## config.mk

```make
export PLATFORM = sky130hd
export DESIGN_NAME = vvc_top
export DESIGN_NICKNAME = d
export VERILOG_FILES = /design/src/hw/vvc_pkg.sv /design/src/hw/vvc_strm_if.sv /design/src/hw/vvc_skid.sv /design/src/hw/vvc_top.sv
export SDC_FILE = /design/constraint.sdc
export NUM_CORES = 1
export LEC_CHECK = 0
export ABC_AREA = 1
export BUFFER_PORTS_ARGS = -buffer_cell sky130_fd_sc_hd__buf_2
export CAP_MARGIN = 20
export CORE_ASPECT_RATIO = 1.4
export CORE_MARGIN = 3
export CORE_UTILIZATION = 30
export DETAILED_ROUTE_END_ITERATION = 10
export MAX_ROUTING_LAYER = met4
export PLACE_DENSITY_LB_ADDON = 0.12
export SETUP_SLACK_MARGIN = 0.02
export SLEW_MARGIN = 20
export SYNTH_ARGS = -nofsm -noshare
export SYNTH_HDL_FRONTEND = slang
export SYNTH_HIERARCHICAL = 1
export SYNTH_SLANG_ARGS = --single-unit
export TNS_END_PERCENT = 30
```

## constraint.sdc

```tcl
create_clock -name CLOCK -period 7.3 [get_ports CLOCK]
set_input_delay 1.46 -clock CLOCK [delete_from_list [all_inputs] [get_ports CLOCK]]
set_output_delay 1.46 -clock CLOCK [all_outputs]
set_load 0.1 [all_outputs]
```

## src/hw/vvc_pkg.sv

```systemverilog
// Shared constants and types of the voice VLAN classifier.
// Assumes one switch core clock; all users import the whole package.
package vvc_pkg;
  localparam int NUM_PORTS = 8;       // Ports handled by the classifier
  localparam int PORT_W = 3;          // Width of a port number
  localparam int OUI_ENTRIES = 8;     // Prefix table depth
  // Register byte offsets
  localparam logic [11:0] OFS_CTRL = 12'h000;
  localparam logic [11:0] OFS_VID = 12'h004;
  localparam logic [11:0] OFS_AGING = 12'h008;
  localparam logic [11:0] OFS_PORT_EN = 12'h00c;
  localparam logic [11:0] OFS_MEMBER = 12'h010;
  localparam logic [11:0] OFS_OUI_BASE = 12'h040;
  // Control register fields and prefix entry valid bit
  localparam int CTRL_EN_BIT = 0;
  localparam int CTRL_RW_BIT = 1;
  localparam int CTRL_PRI_LSB = 2;
  localparam int OUI_VALID_BIT = 24;
  // Reset values and limits
  localparam logic [2:0] PRI_RESET = 3'h6;
  localparam logic [11:0] VID_RESET = 12'h001;
  localparam logic [11:0] VID_MIN = 12'h001;
  localparam logic [16:0] AGING_RESET = 17'h005a0;  // 1440 minutes
  localparam logic [16:0] AGING_MIN = 17'h0001e;    // 30 minutes
  localparam logic [16:0] AGING_MAX = 17'h10000;    // 65536 minutes
  // Minute tick timing
  localparam longint CLK_HZ = 10_000_000;
  localparam longint MINUTE_S = 60;
  localparam longint MINUTE_CYCLES = CLK_HZ * MINUTE_S;
  // Frame descriptor carried through the buffer
  typedef struct packed {
    logic [PORT_W-1:0] port;
    logic [11:0] vid;
    logic [2:0] pri;
    logic voice;
  } vvc_desc_s;
  localparam int DESC_W = $bits(vvc_desc_s);
endpackage : vvc_pkg

```

## src/hw/vvc_strm_if.sv

```systemverilog
// Valid/ready stream carrier between the classifier and its buffer.
// Assumes both ends share one clock.
`timescale 1ns/1ps
`default_nettype none
interface vvc_strm_if #(parameter int W = 8);
  logic valid; // Word offered
  logic ready; // Word accepted when valid too
  logic [W-1:0] data; // Payload
  modport src (output valid, output data, input ready);
  modport snk (input valid, input data, output ready);
endinterface : vvc_strm_if
`default_nettype wire

```

## src/hw/vvc_skid.sv

```systemverilog
// Two-entry buffer with valid and ready on both sides.
// Assumes a synchronous active-high reset and a shared clock enable.
`timescale 1ns/1ps
`default_nettype none
module vvc_skid #(
  parameter int W = 8
) (
  input wire logic clk,
  input wire logic rst,
  input wire logic ce,
  vvc_strm_if.snk up,
  vvc_strm_if.src dn
);
  logic [W-1:0] mem_q [2]; // Storage for two words
  logic wp_q; // Write slot
  logic rp_q; // Read slot
  logic [1:0] cnt_q; // Words held
  logic push;
  logic pop;

  // Handshakes on each side
  assign push = up.valid && (cnt_q != 2'h2);
  assign pop = dn.valid && dn.ready;
  // Full and empty are honest: ready is taken from the count flop
  assign up.ready = (cnt_q != 2'h2);
  assign dn.valid = (cnt_q != 2'h0);
  assign dn.data = mem_q[rp_q];

  // Store incoming words
  always_ff @(posedge clk)
  begin
    if (ce && push)
    begin
      mem_q[wp_q] <= up.data;
    end
  end

  // Pointers and count
  always_ff @(posedge clk)
  begin
    if (rst)
    begin
      wp_q <= 1'b0;
      rp_q <= 1'b0;
      cnt_q <= 2'h0;
    end
    else if (ce)
    begin
      if (push)
      begin
        wp_q <= ~wp_q;
      end
      if (pop)
      begin
        rp_q <= ~rp_q;
      end
      // Simultaneous push and pop leave the count alone
      cnt_q <= cnt_q + {1'b0, push} - {1'b0, pop};
    end
  end
endmodule // vvc_skid
`default_nettype wire

```

## src/hw/vvc_top.sv

```systemverilog
// Voice VLAN classifier: APB registers, prefix match, membership aging.
// Assumes frame descriptors arrive on the core clock, one per handshake.
// Behaviour
// - Source MAC prefix match selects voice VLAN.
// - Global enable, off at reset, gates classification.
// - Voice VID 1..4095, reads none while off.
// - Voice priority register resets to six.
// - Rewrite enable off; otherwise priority kept.
// - Port leaves membership after aging time idle.
// - Membership follows MAC, not the port.
// - Per-port enable, off at reset, gates participation.
`timescale 1ns/1ps
`default_nettype none
module vvc_top
  import vvc_pkg::*;
#(
  parameter longint TICK_CYCLES = MINUTE_CYCLES // Cycles per aging minute
) (
  input wire logic CLOCK,
  input wire logic SYS_RST,
  input wire logic CLK_EN,
  input wire logic PSEL,
  input wire logic PENABLE,
  input wire logic PWRITE,
  input wire logic [11:0] PADDR,
  input wire logic [31:0] PWDATA,
  output logic [31:0] PRDATA,
  output logic PREADY,
  output logic PSLVERR,
  input wire logic IN_VALID,
  output logic IN_READY,
  input wire logic [PORT_W-1:0] IN_PORT,
  input wire logic [47:0] IN_SRC_MAC,
  input wire logic [11:0] IN_VID,
  input wire logic [2:0] IN_PRI,
  output logic OUT_VALID,
  input wire logic OUT_READY,
  output logic [PORT_W-1:0] OUT_PORT,
  output logic [11:0] OUT_VID,
  output logic [2:0] OUT_PRI,
  output logic OUT_VOICE,
  output logic [NUM_PORTS-1:0] MEMBER
);
  // Configuration state
  logic glb_en_q; // Voice operation on
  logic rw_en_q; // Priority rewrite on
  logic [2:0] vpri_q; // Priority given to voice frames
  logic [11:0] vvid_q; // Voice VLAN identifier
  logic [16:0] aging_q; // Aging time in minutes
  logic [NUM_PORTS-1:0] port_en_q; // Per-port enables
  logic [24:0] oui_q [OUI_ENTRIES]; // Valid bit and prefix
  // Membership state
  logic [NUM_PORTS-1:0] member_q;
  logic [16:0] age_q [NUM_PORTS];
  logic [29:0] tick_cnt_q;
  logic tick;
  // Bus signals
  logic acc; // Access phase completing this edge
  logic wr;
  logic [31:0] rdata_d;
  logic unmapped;
  logic oui_hit;
  logic [2:0] oui_idx;
  // Classification
  logic match;
  logic voice;
  logic take;
  vvc_desc_s desc;

  vvc_strm_if #(.W(DESC_W)) up_if ();
  vvc_strm_if #(.W(DESC_W)) dn_if ();

  // Completion happens on the edge where the registered ready is seen
  assign acc = PSEL && PENABLE && PREADY;
  assign wr = acc && PWRITE;
  assign oui_hit = (PADDR[11:5] == OFS_OUI_BASE[11:5]) && (PADDR[1:0] == 2'h0);
  assign oui_idx = PADDR[4:2];

  // Read decode; unmapped addresses read zero and flag an error
  always_comb
  begin
    rdata_d = 32'h0000_0000;
    unmapped = 1'b0;
    if (oui_hit)
    begin
      rdata_d = {7'h00, oui_q[oui_idx]};
    end
    else
    begin
      case (PADDR)
        OFS_CTRL: rdata_d = {27'h0, vpri_q, rw_en_q, glb_en_q};
        // Identifier reads as none (zero) while voice operation is off
        OFS_VID: rdata_d = glb_en_q ? {20'h0, vvid_q} : 32'h0000_0000;
        OFS_AGING: rdata_d = {15'h0, aging_q};
        OFS_PORT_EN: rdata_d = {{(32-NUM_PORTS){1'b0}}, port_en_q};
        OFS_MEMBER: rdata_d = {{(32-NUM_PORTS){1'b0}}, member_q};
        default: unmapped = 1'b1;
      endcase
    end
  end

  // One wait state: ready rises the cycle after the access phase begins
  always_ff @(posedge CLOCK)
  begin
    if (SYS_RST)
    begin
      PREADY <= 1'b0;
      PRDATA <= 32'h0000_0000;
      PSLVERR <= 1'b0;
    end
    else if (CLK_EN)
    begin
      PREADY <= PSEL && PENABLE && !PREADY;
      if (PSEL && PENABLE && !PREADY)
      begin
        PRDATA <= PWRITE ? 32'h0000_0000 : rdata_d;
        PSLVERR <= unmapped;
      end
    end
  end

  // Global controls and priority
  always_ff @(posedge CLOCK)
  begin
    if (SYS_RST)
    begin
      glb_en_q <= 1'b0;
      rw_en_q <= 1'b0;
      vpri_q <= PRI_RESET;
    end
    else if (CLK_EN && wr && (PADDR == OFS_CTRL))
    begin
      glb_en_q <= PWDATA[CTRL_EN_BIT];
      rw_en_q <= PWDATA[CTRL_RW_BIT];
      vpri_q <= PWDATA[CTRL_PRI_LSB +: 3];
    end
  end

  // Identifier and aging time; writes outside the legal range are dropped
  always_ff @(posedge CLOCK)
  begin
    if (SYS_RST)
    begin
      vvid_q <= VID_RESET;
      aging_q <= AGING_RESET;
    end
    else if (CLK_EN && wr)
    begin
      if ((PADDR == OFS_VID) && (PWDATA[11:0] >= VID_MIN))
      begin
        vvid_q <= PWDATA[11:0];
      end
      if ((PADDR == OFS_AGING) && (PWDATA[31:0] >= {15'h0, AGING_MIN})
          && (PWDATA[31:0] <= {15'h0, AGING_MAX}))
      begin
        aging_q <= PWDATA[16:0];
      end
    end
  end

  // Port enables
  always_ff @(posedge CLOCK)
  begin
    if (SYS_RST)
    begin
      port_en_q <= '0;
    end
    else if (CLK_EN && wr && (PADDR == OFS_PORT_EN))
    begin
      port_en_q <= PWDATA[NUM_PORTS-1:0];
    end
  end

  // Prefix table; entries start empty so nothing matches after reset
  always_ff @(posedge CLOCK)
  begin
    if (SYS_RST)
    begin
      for (int i = 0; i < OUI_ENTRIES; i++)
      begin
        oui_q[i] <= 25'h0;
      end
    end
    else if (CLK_EN && wr && oui_hit)
    begin
      oui_q[oui_idx] <= PWDATA[24:0];
    end
  end

  // Compare the vendor prefix against every valid table entry
  always_comb
  begin
    match = 1'b0;
    for (int i = 0; i < OUI_ENTRIES; i++)
    begin
      if (oui_q[i][OUI_VALID_BIT] && (oui_q[i][23:0] == IN_SRC_MAC[47:24]))
      begin
        match = 1'b1;
      end
    end
  end

  // Decision uses the MAC plus the global and port enables, so a moved phone is caught on any enabled port
  assign voice = glb_en_q && port_en_q[IN_PORT] && match;

  // Build the outgoing descriptor
  always_comb
  begin
    desc.port = IN_PORT;
    desc.voice = voice;
    desc.vid = voice ? vvid_q : IN_VID;
    // Without rewrite the original priority passes untouched
    desc.pri = (voice && rw_en_q) ? vpri_q : IN_PRI;
  end

  // Clock enable low blocks the push, but IN_READY is not gated, so a word offered then is lost
  assign up_if.valid = IN_VALID && CLK_EN;
  assign up_if.data = desc;
  assign take = IN_VALID && up_if.ready && CLK_EN;
  assign IN_READY = up_if.ready;

  vvc_skid #(.W(DESC_W)) u_buf (
    .clk(CLOCK),
    .rst(SYS_RST),
    .ce(CLK_EN),
    .up(up_if),
    .dn(dn_if)
  );

  assign OUT_VALID = dn_if.valid;
  assign dn_if.ready = OUT_READY && CLK_EN;
  assign {OUT_PORT, OUT_VID, OUT_PRI, OUT_VOICE} = dn_if.data;

  // Minute tick; the long count is a parameter so simulation can shorten it
  assign tick = (tick_cnt_q == 30'(TICK_CYCLES - 1));
  always_ff @(posedge CLOCK)
  begin
    if (SYS_RST)
    begin
      tick_cnt_q <= 30'h0;
    end
    else if (CLK_EN)
    begin
      tick_cnt_q <= tick ? 30'h0 : tick_cnt_q + 30'h1;
    end
  end

  // Membership and per-port aging; a voice frame beats expiry in one cycle
  always_ff @(posedge CLOCK)
  begin
    if (SYS_RST)
    begin
      member_q <= '0;
      for (int p = 0; p < NUM_PORTS; p++)
      begin
        age_q[p] <= 17'h0;
      end
    end
    else if (CLK_EN)
    begin
      for (int p = 0; p < NUM_PORTS; p++)
      begin
        if (!port_en_q[p] || !glb_en_q)
        begin
          // Disabled ports hold no membership
          member_q[p] <= 1'b0;
          age_q[p] <= 17'h0;
        end
        else if (take && voice && (IN_PORT == PORT_W'(p)))
        begin
          member_q[p] <= 1'b1;
          age_q[p] <= 17'h0;
        end
        else if (tick && member_q[p])
        begin
          if (age_q[p] + 17'h1 >= aging_q)
          begin
            member_q[p] <= 1'b0;
            age_q[p] <= 17'h0;
          end
          else
          begin
            age_q[p] <= age_q[p] + 17'h1;
          end
        end
      end
    end
  end

  assign MEMBER = member_q;
endmodule // vvc_top
`default_nettype wire

```

==> impl_metrics.csv <==
group,metric,value,unit
run_status,status,"completed",
worst_setup_path,r2r_slack,1.99,ns
clock_network,hold_buffers,0,
drt,drc,0,
yosys,ys_ff_latch,486,
timing,relSlewSlack,7.57,%
clock_network,cts_buffer_depth,3,
worst_setup_path,critPathCaptureType,"flip-flop",
hold_path,hold_end,"PRDATA[21]$_SDFFE_PP0P_",
timing,fmax,188,MHz
global_route,use_met1,25.7,%
global_route,grt_pass1_wl,188,mm
timing,worst_pin_slew,1.37,ns
clock_network,cts_buffers,56,
power,peakVddDrop,0.175,mV
worst_setup_path,arrival,5.56,ns
clock_network,clk_latency,0.66,ns
yosys,syn_area,0.0307,mm²
global_route,antenna_found_initial,15,
clock_network,clkTransAtPathRegs,0.06,ns
drt,firstDrtPassIters,7,
finish,syn2layout_area_growth,13.1,%
die,die_area,0.106,mm²
timing,final-hold-violation-count,0,
yosys,synth_cells,3904,
yosys,synth-compound-area-share,10.7,%
finish,final_common_cell,"nand2_1",
die,core-area,0.101,mm²
die,start_util,30.3,%
worst_setup_path,worstReg2RegStart,"age_q[0][51]$_SDFFCE_PN0P_",
clock_network,cts_setup_buffers,0,
finish,drive_gt1_share,9.01,%
worst_setup_path,path_class,"flip-flop to flip-flop",
power,power_density,198,mW/mm²
global_route,first_global_vias,27900,
die,die_h,385,µm
hold_path,hold_path.class,"flip-flop to flip-flop",
yosys,async_flop_share,0,%
die,num_rows,138,
finish,stdcell_area,0.0348,mm²
placed_design,gp_congestion,1.01,
finish,final_cell_mix,"nand2_1, nor2_1, inv_1, edfxtp_1, o21ai_0",
drt,drtIter0Drc,1673,
clock_network,cts_root_buf,"clkbuf_16",
yosys,synth_mux_area_share,0.818,%
global_route,grt_start_max_net_pins,51,
timing,finClkSkew,0.0308,ns
timing,layout_min_cycle_time,5.31,ns
worst_setup_path,worstSetupStartpointType,"flip-flop",
yosys,synth_top_family_by_area,"simple AND/OR/NAND/NOR gates",
clock_network,cts_resized,0,
global_route,met2_usage,45.8,%
global_route,gr-usage-all-layers,24.9,%
finish,nets,4304,
clock_network,cts_num_sinks,486,
timing,min_period_over_period,72.7,%
timing,finalSetupViolCount,0,
yosys,yosysSeqAreaShare,43.8,%
worst_setup_path,cp_max_fo,18,
yosys,synth.avg_cell_area,7.87,µm²
placed_design,detailed_place_hpwl,101,mm
yosys,synth_fa_ha_area_share,5.98,%
hold_path,worstHoldStart,"PRDATA[21]$_SDFFE_PP0P_",
drt,vias,27400,
placed_design,port_buffers,149,
clock_network,cts_tree,"built",
timing,final.setup.tns,0,ns
yosys,yosys.area_share.xor_xnor,3.56,%
finish,fillerInstances,10900,
power,p_leak,0.0151,µW
worst_setup_path,reg2reg_depth,21,
yosys,yosys_warnings,6,
worst_setup_path,reg2reg_to,"age_q[0][62]$_SDFFCE_PN0P_",
global_route,grt-busiest-layer,"met2",
hold_path,hold_depth,2,
placed_design,place_area,0.0329,mm²
clock_network,htreeDepth,2,
timing,slew_viol_final,0,
flow_run,cap_violations,0,
die,io_pins,181,
global_route,grt-ovfl-total,0,
yosys,synth-edff-count,374,
timing,grt_setup_unrepaired,"false",
global_route,use_met3,3.26,%
die,die_w,277,µm
drt,wl,131,mm
drt,wire_per_inst,24.2,µm
drt,ant_nets,0,
drt,vias_per_cell,5.04,
worst_setup_path,required,7.55,ns
yosys,yosys.area_share.simple,25.9,%
yosys,synth_ff_type,"edfxtp_1",
yosys,ys_types,62,
[layout make-up]
class	count	area (µm²)	share of cell area (%)
inverters	594	2230	6.41
clock inverters	20	200	0.576
clock buffers	83	1650	4.74
repair buffers	189	1050	3.01
multi-input cells	2712	14500	41.6
well taps	1330	1660	4.79
diodes	13	32.5	0.0936
flip-flops and latches	486	13500	38.8
[kinds of logic after synthesis]
family / after synthesis
AO/OA/AOI/OAI: 561
XOR/XNOR: 125
adder cells (fa/ha/maj): 147
buffers and inverters: 712
flip-flops: 486
multiplexers: 19
other: 1
AND/OR/NAND/NOR: 1853
[where the power goes]
group	internal, µW	switching, µW
registers	3060	75.0
logic	213	610
clock network	1690	1240
[metrics by stage]
| stage | std cells | hold slack, ns | setup slack [ns] | util, % | power [µW] |
|---|---|---|---|---|---|
| finish | 5427 | 0.460 | 1.99 | 34.3 | 6890 |
| global route | 5427 | 0.480 | 1.29 | 34.3 | 7160 |
| CTS | 5414 | 0.464 | 1.71 | 34.3 | 6970 |
| detailed placement | 5311 | 0.454 | 1.72 | 32.4 | 4010 |
| global placement | 5311 | 0.452 | 1.79 | 32.4 | 4010 |
| floorplan | 3910 | 0.446 | 3.37 | - | 3680 |
[worst max-delay path, stage by stage (launching register included)]
cell      delay (ns)
edfxtp_1        0.42
ha_1            0.20
nand2_1         0.08
nor2_1          0.15
nand3_1         0.12
nor2_1          0.10
inv_1           0.06
nor2_1          0.21
nand4_1         0.16
nor2_1          0.24
inv_1           0.09
nor3b_1         0.26
xnor2_1         0.18
inv_1           0.07
ha_1            0.32
a21oi_1         0.14
o21ai_0         0.09
nor2_1          0.12
o211ai_1        0.09
nor2_1          0.34
nand4_2         0.58
nand3_1         0.87
[worst max-delay path by stage]
stage               cells after the start                  startpoint                    endpoint
CTS                                    21  age_q[0][51]$_SDFFCE_PN0P_  age_q[0][56]$_SDFFCE_PN0P_
global route                           21  age_q[0][51]$_SDFFCE_PN0P_  age_q[0][62]$_SDFFCE_PN0P_
finish                                 21  age_q[0][51]$_SDFFCE_PN0P_  age_q[0][62]$_SDFFCE_PN0P_
floorplan                              24  age_q[1][17]$_SDFFCE_PN0P_  age_q[1][17]$_SDFFCE_PN0P_
detailed placement                     21  age_q[0][51]$_SDFFCE_PN0P_  age_q[0][65]$_SDFFCE_PN0P_
global placement                       21  age_q[0][51]$_SDFFCE_PN0P_  age_q[0][62]$_SDFFCE_PN0P_
[registers in the layout, summed over array words and instances (netlist names), named ones only]
register,cells
MEMBER,8
rw_en_q,1
u_buf/mem_q,38
PREADY,1
vvid_q,12
u_buf/cnt_q,2
aging_q,17
u_buf/rp_q,1
PRDATA,25
glb_en_q,1
PSLVERR,1
u_buf/wp_q,1
tick_cnt_q,30
port_en_q,8
age_q,136
vpri_q,3
oui_q,200
[cell usage after synthesis (all sizes together) (19+ instances only)]
| cell type | instances | area share, % |
|---|---|---|
| nand3 | 146 | 2.5 |
| xnor2 | 24 | 0.68 |
| a21oi | 166 | 2.7 |
| dfxtp | 112 | 7.3 |
| nand2 | 725 | 9.0 |
| edfxtp | 374 | 37 |
| o22ai | 82 | 1.7 |
| nor2 | 721 | 9.1 |
| xor2 | 101 | 2.9 |
| buf | 56 | 1.2 |
| nand4 | 96 | 2.0 |
| nor4 | 35 | 0.73 |
| nor3 | 71 | 1.2 |
| clkbuf | 62 | 0.76 |
| mux2 | 19 | 0.82 |
| ha | 147 | 6.0 |
| o21ai | 189 | 3.1 |
| o211ai | 39 | 0.95 |
| inv | 576 | 7.0 |
[metal layers]
| metal | vias to the layer above | part of all wire [%] |
|---|---|---|
| met3 | 301 | 4.2 |
| li1 | 13300 | - |
| met5 | - | 0 |
| met4 | 0 | 6.4 |
| met1 | 13100 | 37 |
| met2 | 717 | 52 |
Power figures use the tool's default switching activity.
